## src/hdsp_pkg.sv

```systemverilog
// hdsp_pkg: constants for the half-duplex serial port
// assumes a 250 MHz system clock driving every register
package hdsp_pkg;
	// register word byte addresses
	localparam logic [3:0] ADDR_DATA  = 4'h0;
	localparam logic [3:0] ADDR_CTRL  = 4'h4;
	localparam logic [3:0] ADDR_PORT  = 4'h8;
	localparam logic [3:0] ADDR_PINS  = 4'hC;
	// control register field positions
	localparam int CTRL_NINTH = 0;
	localparam int CTRL_BAUD_LO = 1;
	localparam int CTRL_TXIE = 4;
	localparam int CTRL_RXIE = 5;
	localparam int CTRL_TX_EMPTY_FLAG = 6;
	localparam int CTRL_RX_READY_FLAG = 7;
	// reset values
	localparam logic [7:0] CTRL_RESET = 8'h00;
	localparam logic       PORT_RESET = 1'b1;
	// frame figures
	localparam int FRAME_DATA_BITS = 9;
	localparam int STATES_PER_BIT = 8;
	localparam logic [2:0] SAMPLE_A = 3'h3;
	localparam logic [2:0] SAMPLE_B = 3'h4;
	localparam logic [2:0] SAMPLE_C = 3'h5;
	localparam logic [2:0] BAUD_RESERVED = 3'h7;
	localparam int DIV_W = 13;
	typedef enum logic [2:0] {
		ST_IDLE  = 3'b000,
		ST_START = 3'b001,
		ST_DATA  = 3'b011,
		ST_STOP  = 3'b010
	} hdsp_state_t;
	// baud divisor for an 8x state tick
	function automatic logic [DIV_W-1:0] baud_div(input logic [2:0] sel);
		case (sel)
			3'h0:    baud_div = 13'h1A00;
			3'h1:    baud_div = 13'h0D00;
			3'h2:    baud_div = 13'h0680;
			3'h3:    baud_div = 13'h0340;
			3'h4:    baud_div = 13'h01A0;
			3'h5:    baud_div = 13'h0100;
			3'h6:    baud_div = 13'h00D0;
			default: baud_div = 13'h0000;
		endcase
	endfunction
endpackage

```

## src/hdsp_top.sv

```systemverilog
// hdsp_top: half-duplex serial port with wishbone registers
// assumes classic wishbone master, one clock, pins from outside
//
// Contract
// - line character is start, nine data bits, stop: eleven bits.
// - half duplex; starting a transmit aborts any reception.
// - received character goes to a buffer, freeing the shifter.
// - transmitter output is inverted before the pin.
// - pin follows port register while output select is inactive.
// - receive pin is always readable as plain input.
// - timing comes from the always-running system clock.
// - divider makes the serial state clock from a selected divisor.
// - eight states per bit.
// - three samples per bit, two-of-three majority.
// - start and stop inserted by hardware.
// - character options all fit the nine-bit frame.
// - ninth bit kept until software or a reception changes it.
// - writing data starts a transmission.
// - start low, eight data lsb first, then ninth bit.
// - one stop bit high, then output select releases pin.
// - end of transmit sets tx empty flag, interrupt if enabled.
// - tx empty clears by writing zero or by a data write.
// - writing one to tx empty sets it, software interrupt.
// - receiver waits for falling edge, then one start bit time.
// - after nine bits and stop, buffer and set rx ready.
// - baud codes 0..6 pick divisors; 7 reserved; immediate effect.
`timescale 1ns/1ps
module hdsp_top
	import hdsp_pkg::*;
(
	input  wire logic        SYS_CLK,
	input  wire logic        RESET_N,
	input  wire logic        WB_CYC_I,
	input  wire logic        WB_STB_I,
	input  wire logic        WB_WE_I,
	input  wire logic [3:0]  WB_ADR_I,
	input  wire logic [3:0]  WB_SEL_I,
	input  wire logic [31:0] WB_DAT_I,
	output logic      [31:0] WB_DAT_O,
	output logic             WB_ACK_O,
	input  wire logic        SERIAL_IN_PIN,
	output logic             SERIAL_OUT_PIN,
	output logic             TX_IRQ,
	output logic             RX_IRQ
);
	import hdsp_pkg::*;

	logic        rx_s;
	logic        tick;
	logic [7:0]  tx_data_reg;
	logic [7:0]  rx_buf_reg;
	logic        ninth_bit_reg;
	logic [2:0]  baud_select_reg;
	logic        rxie_reg;
	logic        txie_reg;
	logic        tx_empty_flag_reg;
	logic        rx_ready_flag_reg;
	logic        port_reg;
	logic        tx_output_select_reg;
	hdsp_state_t tx_state_reg;
	hdsp_state_t rx_state_reg;
	logic [2:0]  tx_phase_reg;
	logic [3:0]  tx_bit_reg;
	logic [8:0]  tx_shift_reg;
	logic        tx_line_reg;
	logic [2:0]  rx_phase_reg;
	logic [3:0]  rx_bit_reg;
	logic [8:0]  rx_shift_reg;
	logic [1:0]  vote_reg;
	logic        rx_prev_reg;
	logic        wr;
	logic        rd;
	logic        data_wr;
	logic        ctrl_wr;
	logic        tx_done;
	logic        rx_done;
	logic        majority;
	logic [7:0]  ctrl_val;

	hdsp_sync u_sync (
		.clk   (SYS_CLK),
		.rst_n (RESET_N),
		.d     (SERIAL_IN_PIN),
		.q     (rx_s)
	);

	hdsp_baud_gen u_baud (
		.clk   (SYS_CLK),
		.rst_n (RESET_N),
		.sel   (baud_select_reg),
		.tick  (tick)
	);

	assign wr = WB_CYC_I && WB_STB_I && !WB_ACK_O && WB_WE_I && WB_SEL_I[0];
	assign rd = WB_CYC_I && WB_STB_I && !WB_ACK_O && !WB_WE_I;
	assign data_wr = wr && WB_ADR_I == ADDR_DATA;
	assign ctrl_wr = wr && WB_ADR_I == ADDR_CTRL;
	assign tx_done = tick && tx_state_reg == ST_STOP && tx_phase_reg == 3'h7;
	assign rx_done = tick && rx_state_reg == ST_STOP && rx_phase_reg == 3'h7;
	assign ctrl_val = {rx_ready_flag_reg, tx_empty_flag_reg, rxie_reg, txie_reg,
		baud_select_reg, ninth_bit_reg};

	// wishbone ack and read data
	always_ff @(posedge SYS_CLK) begin
		if (!RESET_N) begin
			WB_ACK_O <= 1'b0;
			WB_DAT_O <= 32'h00000000;
		end else begin
			WB_ACK_O <= WB_CYC_I && WB_STB_I && !WB_ACK_O;
			WB_DAT_O <= 32'h00000000;
			if (rd) begin
				case (WB_ADR_I)
					ADDR_DATA: WB_DAT_O <= {24'h000000, rx_buf_reg};
					ADDR_CTRL: WB_DAT_O <= {24'h000000, ctrl_val};
					ADDR_PORT: WB_DAT_O <= {31'h00000000, port_reg};
					ADDR_PINS: WB_DAT_O <= {31'h00000000, rx_s};
					default:   WB_DAT_O <= 32'h00000000;
				endcase
			end
		end
	end

	// control fields and port register
	always_ff @(posedge SYS_CLK) begin
		if (!RESET_N) begin
			{rxie_reg, txie_reg, baud_select_reg} <= CTRL_RESET[5:1];
			port_reg <= PORT_RESET;
		end else begin
			if (ctrl_wr) begin
				rxie_reg        <= WB_DAT_I[CTRL_RXIE];
				txie_reg        <= WB_DAT_I[CTRL_TXIE];
				baud_select_reg <= WB_DAT_I[CTRL_BAUD_LO +: 3];
			end
			if (wr && WB_ADR_I == ADDR_PORT)
				port_reg <= WB_DAT_I[0];
		end
	end

	// ninth bit: software write or reception
	always_ff @(posedge SYS_CLK) begin
		if (!RESET_N) begin
			ninth_bit_reg <= CTRL_RESET[CTRL_NINTH];
		end else if (rx_done) begin
			ninth_bit_reg <= rx_shift_reg[8];
		end else if (ctrl_wr) begin
			ninth_bit_reg <= WB_DAT_I[CTRL_NINTH];
		end
	end

	// tx empty flag; hardware set wins
	always_ff @(posedge SYS_CLK) begin
		if (!RESET_N) begin
			tx_empty_flag_reg <= 1'b0;
		end else if (tx_done) begin
			tx_empty_flag_reg <= 1'b1;
		end else if (data_wr) begin
			tx_empty_flag_reg <= 1'b0;
		end else if (ctrl_wr) begin
			tx_empty_flag_reg <= WB_DAT_I[CTRL_TX_EMPTY_FLAG];
		end
	end

	// rx ready flag; hardware set wins
	always_ff @(posedge SYS_CLK) begin
		if (!RESET_N) begin
			rx_ready_flag_reg <= 1'b0;
		end else if (rx_done) begin
			rx_ready_flag_reg <= 1'b1;
		end else if (ctrl_wr) begin
			rx_ready_flag_reg <= WB_DAT_I[CTRL_RX_READY_FLAG];
		end
	end

	// interrupt requests
	always_ff @(posedge SYS_CLK) begin
		if (!RESET_N) begin
			TX_IRQ <= 1'b0;
			RX_IRQ <= 1'b0;
		end else begin
			TX_IRQ <= tx_empty_flag_reg && txie_reg;
			RX_IRQ <= rx_ready_flag_reg && rxie_reg;
		end
	end

	// transmitter
	always_ff @(posedge SYS_CLK) begin
		if (!RESET_N) begin
			tx_state_reg         <= ST_IDLE;
			tx_phase_reg         <= 3'h0;
			tx_bit_reg           <= 4'h0;
			tx_shift_reg         <= 9'h1FF;
			tx_line_reg          <= 1'b1;
			tx_output_select_reg <= 1'b0;
			tx_data_reg          <= 8'h00;
		end else if (data_wr) begin
			tx_data_reg          <= WB_DAT_I[7:0];
			tx_shift_reg         <= {ninth_bit_reg, WB_DAT_I[7:0]};
			tx_state_reg         <= ST_START;
			tx_phase_reg         <= 3'h0;
			tx_bit_reg           <= 4'h0;
			tx_line_reg          <= 1'b0;
			tx_output_select_reg <= 1'b1;
		end else if (tick) begin
			tx_phase_reg <= tx_phase_reg + 3'h1;
			if (tx_phase_reg == 3'h7) begin
				case (tx_state_reg)
					ST_START: begin
						tx_state_reg <= ST_DATA;
						tx_line_reg  <= tx_shift_reg[0];
						tx_shift_reg <= {1'b1, tx_shift_reg[8:1]};
						tx_bit_reg   <= 4'h1;
					end
					ST_DATA: begin
						if (tx_bit_reg == 4'(FRAME_DATA_BITS)) begin
							tx_state_reg <= ST_STOP;
							tx_line_reg  <= 1'b1;
						end else begin
							tx_line_reg  <= tx_shift_reg[0];
							tx_shift_reg <= {1'b1, tx_shift_reg[8:1]};
							tx_bit_reg   <= tx_bit_reg + 4'h1;
						end
					end
					ST_STOP: begin
						tx_state_reg         <= ST_IDLE;
						tx_output_select_reg <= 1'b0;
					end
					default: tx_state_reg <= ST_IDLE;
				endcase
			end
		end
	end

	// output pin mux with inversion of serial data
	always_ff @(posedge SYS_CLK) begin
		if (!RESET_N)
			SERIAL_OUT_PIN <= PORT_RESET;
		else if (tx_output_select_reg)
			SERIAL_OUT_PIN <= !tx_line_reg;
		else
			SERIAL_OUT_PIN <= port_reg;
	end

	// two early samples agree, or one of them plus the late sample
	assign majority = vote_reg[1] || (vote_reg[0] && rx_s);

	// receiver
	always_ff @(posedge SYS_CLK) begin
		if (!RESET_N) begin
			rx_state_reg <= ST_IDLE;
			rx_phase_reg <= 3'h0;
			rx_bit_reg   <= 4'h0;
			rx_shift_reg <= 9'h000;
			rx_buf_reg   <= 8'h00;
			vote_reg     <= 2'h0;
			rx_prev_reg  <= 1'b1;
		end else begin
			rx_prev_reg <= rx_s;
			if (data_wr || tx_output_select_reg) begin
				rx_state_reg <= ST_IDLE;
			end else if (rx_state_reg == ST_IDLE) begin
				if (rx_prev_reg && !rx_s) begin
					rx_state_reg <= ST_START;
					rx_phase_reg <= 3'h0;
					rx_bit_reg   <= 4'h0;
				end
			end else if (tick) begin
				rx_phase_reg <= rx_phase_reg + 3'h1;
				if (rx_phase_reg == 3'h0)
					vote_reg <= 2'h0;
				else if ((rx_phase_reg == SAMPLE_A || rx_phase_reg == SAMPLE_B) && rx_s)
					vote_reg <= vote_reg + 2'h1;
				if (rx_phase_reg == SAMPLE_C && rx_state_reg == ST_DATA)
					rx_shift_reg <= {majority, rx_shift_reg[8:1]};
				if (rx_phase_reg == 3'h7) begin
					case (rx_state_reg)
						ST_START: rx_state_reg <= ST_DATA;
						ST_DATA: begin
							rx_bit_reg <= rx_bit_reg + 4'h1;
							if (rx_bit_reg == 4'(FRAME_DATA_BITS - 1))
								rx_state_reg <= ST_STOP;
						end
						ST_STOP: begin
							rx_buf_reg   <= rx_shift_reg[7:0];
							rx_state_reg <= ST_IDLE;
						end
						default: rx_state_reg <= ST_IDLE;
					endcase
				end
			end
		end
	end
endmodule

```

## src/hdsp_baud_gen.sv

```systemverilog
// hdsp_baud_gen: divides the system clock into an 8x baud tick
// assumes the baud select code reaches it straight from the control register
`timescale 1ns/1ps
module hdsp_baud_gen
	import hdsp_pkg::*;
(
	input  wire logic             clk,
	input  wire logic             rst_n,
	input  wire logic [2:0]       sel,
	output logic                  tick
);
	logic [DIV_W-1:0] cnt_reg;
	logic [DIV_W-1:0] div;
	assign div = baud_div(sel) / 13'h0008;
	// new selection acts at once
	always_ff @(posedge clk) begin
		if (!rst_n || sel == BAUD_RESERVED) begin
			cnt_reg <= '0;
			tick    <= 1'b0;
		end else if (cnt_reg >= div - 13'h0001) begin
			cnt_reg <= '0;
			tick    <= 1'b1;
		end else begin
			cnt_reg <= cnt_reg + 13'h0001;
			tick    <= 1'b0;
		end
	end
endmodule

```

## src/hdsp_sync.sv

```systemverilog
// hdsp_sync: two-flop synchroniser for the receive pin
// assumes an asynchronous pin level at the input
`timescale 1ns/1ps
module hdsp_sync (
	input  wire logic clk,
	input  wire logic rst_n,
	input  wire logic d,
	output logic      q
);
	logic meta_reg;
	always_ff @(posedge clk) begin
		if (!rst_n) begin
			meta_reg <= 1'b1;
			q        <= 1'b1;
		end else begin
			meta_reg <= d;
			q        <= meta_reg;
		end
	end
endmodule

```

## config.mk

```make
export PLATFORM = sky130hd
export DESIGN_NAME = hdsp_top
export DESIGN_NICKNAME = d
export VERILOG_FILES = /design/src/hdsp_pkg.sv /design/src/hdsp_top.sv /design/src/hdsp_baud_gen.sv /design/src/hdsp_sync.sv
export SDC_FILE = /design/constraint.sdc
export NUM_CORES = 1
export LEC_CHECK = 0
export BUFFER_PORTS_ARGS = -buffer_cell sky130_fd_sc_hd__buf_2
export CAP_MARGIN = 0
export CORE_UTILIZATION = 49
export CTS_CLUSTER_DIAMETER = 150
export DETAILED_ROUTE_END_ITERATION = 10
export GPL_ROUTABILITY_DRIVEN = 1
export PLACE_DENSITY = 0.8
export SLEW_MARGIN = 40
export SYNTH_ARGS = -nofsm -noshare
export SYNTH_HDL_FRONTEND = slang
export SYNTH_HIERARCHICAL = 1
export SYNTH_SLANG_ARGS = --single-unit
```

## constraint.sdc

```tcl
create_clock -name SYS_CLK -period 3.5 [get_ports SYS_CLK]
set_clock_uncertainty 0.15 [all_clocks]
set_input_delay 0.525 -clock SYS_CLK [delete_from_list [all_inputs] [get_ports SYS_CLK]]
set_output_delay 0.525 -clock SYS_CLK [all_outputs]
set_load 0.05 [all_outputs]
```

==> metrics <==
cell area after synthesis=0.004342 mm^2; flop-to-flop setup slack=0.82 ns; number of hold buffers added after CTS=0; Synth Warn #=6; Crit. Startpoint=baud_select_reg[0]; Fmax=0.3738 GHz; Layout area overhead=6.311%; largest net degree at the start of global routing=51; chip height=96.13 um; register area share after synthesis=39.65%; max reg flops=13; placed instance area=0.004414 mm^2; worst path cell trace=nand3_1 -> inv_1 -> nor2_1 -> ha_1 -> nand4_2 -> o311ai_4 -> buf_4 -> nor3_1; slowest cell delay on critical path=0.57 ns; TritonRoute pass-1 iters=5; depth of the CTS H-tree=3; post-synth top area cell=dfxtp_1; Worst EP required=3.59 ns; cts repair resizes=0; adder-cell share of the synthesized area=6.628%; Post-CTS Setup Inserts=0; total grt overflow=0; Worst Tran Pin Value=0.5521 ns; area share of the largest cell type after synthesis=39.65%; Die X=96.13 um; Buf/Inv on CP=2; Setup TNS Final=0 ns; # clock sinks=86; Logic pwr share=6.9%; number of synthesized flops with an enable pin=0; WL/cell=14.10 um; CP Class=register to register; top cells by area, synth=dfxtp_1 40%, mux2i_1 6.9%, ha_1 6.6%; average size of a mapped cell=9.357 um^2; Hold Slack=0.2370 ns; sw frac=25.96%; Max clock buf depth=2; Clock Power Share=38.3%; root buf cell=clkbuf_8; vias in the first global route=3,077; mux cell area share after synthesis=6.916%; fraction of layout cells with a size suffix above 1=15.92%; Setup crit end kind=register; Tcrit/Tclk final=76.44%; most frequent cells in the layout=86 x dfxtp_1, 44 x nand2_1, 37 x nor2_1, 30 x mux2i_1, 30 x buf_2; Fill cells=763; Starting Density=51.80%; first-pass GRT wire length=14,070 um; vias after detailed routing=3,328; Worst-path clk slew=0.08 ns; Antenna Violating Nets Remaining=0; Cell Pwr Density=391.8 mW/mm^2; Post-Synth Simple-Gate Area=22.74%; CP endpoint=u_baud/cnt_reg[2]; Sw Pwr=0.4693 mW; Num CTS Buffers=9; Hold Path Class=input port to register; Tot GR Track Use=19.66%; RSZ-0062 raised after global routing=no; port bufs=30; XOR/XNOR share of the synthesized area=3.026%; antenna cells=0; Worst Path Max Fanout=10; Worst path top cell family by delay=simple AND/OR/NAND/NOR gates; Synth Instances=464; Hold Crit Start=SERIAL_IN_PIN; Starting DRT DRC Count=211; fin. max-slew vios=0; initial antenna violation count=0; Post-Layout Inst Area=0.004616 mm^2; Worst slew margin=63.20%; Synth Area in Compound Gates=12.68%; largest family of logic cells by synthesized area=simple AND/OR/NAND/NOR gates; cell depth of the worst setup path=8; Detailed Place HPWL=6058 um; status=completed; Ports=82; Routed WL=8391 um; Final setup viols=0; routability cong.=0.8538; WP data arrival=2.76 ns; clock latency on the worst-skew pair=0.35 ns; die area=0.009241 mm^2; leakage power=1.823 nW; synth unique cells=61; FFs w/ async S/R, synth=0%; total chip power=1.808 mW; Core ar.=0.008382 mm^2; Final Hold Viols=0; Flop pwr share=54.8%; worst r2r src=baud_select_reg[0]; ys flop type=dfxtp_1; fin crit period=2.675 ns; internal power=1.339 mW; FP Rows=33; Setup crit start kind=register; CTS tree=yes; leading cell type in the layout, fill and taps excluded=dfxtp_1; Seq cells post-synth=86; Final #Nets=555; via density per instance=5.593; DR DRC count=0; RR Endpoint=u_baud/cnt_reg[2]; Max-cap violations=0; Slowest cell on crit path=dfxtp_1; R2R cell count=8; Max VDD drop=0.2049 mV
==> cells by family after synthesis <==
logic type	after synthesis
DFF	86
buffers and inverters	57
xor gates and xnor gates	15
and+or+nand+nor	174
adders and majority gates	23
other	1
AOI/OAI and AO/OA	78
muxes	30
==> power groups by stage <==
stage | Combinational (mW) | Sequential [mW] | Clock [mW]
floorplan | 0.121 | 1.01 | 0
global placement | 0.120 | 1.01 | 0
detailed placement | 0.123 | 1.01 | 0
CTS | 0.124 | 0.991 | 0.712
global route | 0.134 | 0.993 | 0.751
finish | 0.125 | 0.992 | 0.692
==> stage by stage <==
step | setup WS, ns | instances | utilization, %
2_1_floorplan | 1.197 | 487 | -
3_3_place_gp | 0.7568 | 579 | 52.66
3_5_place_dp | 0.6357 | 579 | 52.66
4_1_cts | 0.6180 | 594 | 54.98
5_1_grt | 0.6686 | 595 | 55.07
6_report | 0.8247 | 595 | 55.07
==> Yosys cell counts (3+ instances only) <==
cell and n:
nand3_1 9, a22oi_1 7, nand2_1 44, nand4_1 5, o22ai_1 3, a21oi_1 16, o21ai_0 10, dfxtp_1 86
inv_1 11, xor2_1 5, o21ai_1 13, nor3_2 12, mux2i_1 30, and2_1 4, nor2b_1 5, and3_1 14
nor2_1 37, clkbuf_1 9, ha_1 23, a211oi_1 11, nand2b_1 7, buf_4 26, nor3_1 11, buf_2 7
xnor2_1 10
==> final cells by class <==
class / instances / area, um^2 / share of cell area [%]
clock buffer: 9 / 123.9 / 2.684
clock inverter: 6 / 70.07 / 1.518
inverter: 11 / 41.29 / 0.8946
multi-input combinational: 344 / 2347 / 50.85
sequential: 86 / 1722 / 37.30
tap: 105 / 131.4 / 2.846
timing repair buffer: 34 / 180.2 / 3.903
==> per-layer routing <==
layer	global-route usage [%]	part of all wire [%]	routed length, um
met5	0	0	0
met4	7.338	1.0	84
met3	3.949	3.7	314
met2	34.22	50	4234
met1	23.76	45	3758
==> worst min path at each step <==
stage,endpoint,slack [ns],cells past startpoint
finish,u_sync/meta_reg,0.24,2
global route,u_sync/meta_reg,0.24,2
CTS,u_sync/meta_reg,0.21,2
detailed placement,u_sync/q,0.25,1
global placement,u_sync/q,0.24,1
floorplan,u_sync/q,0.24,1
Note: power is estimated with default switching activity, not from simulation.
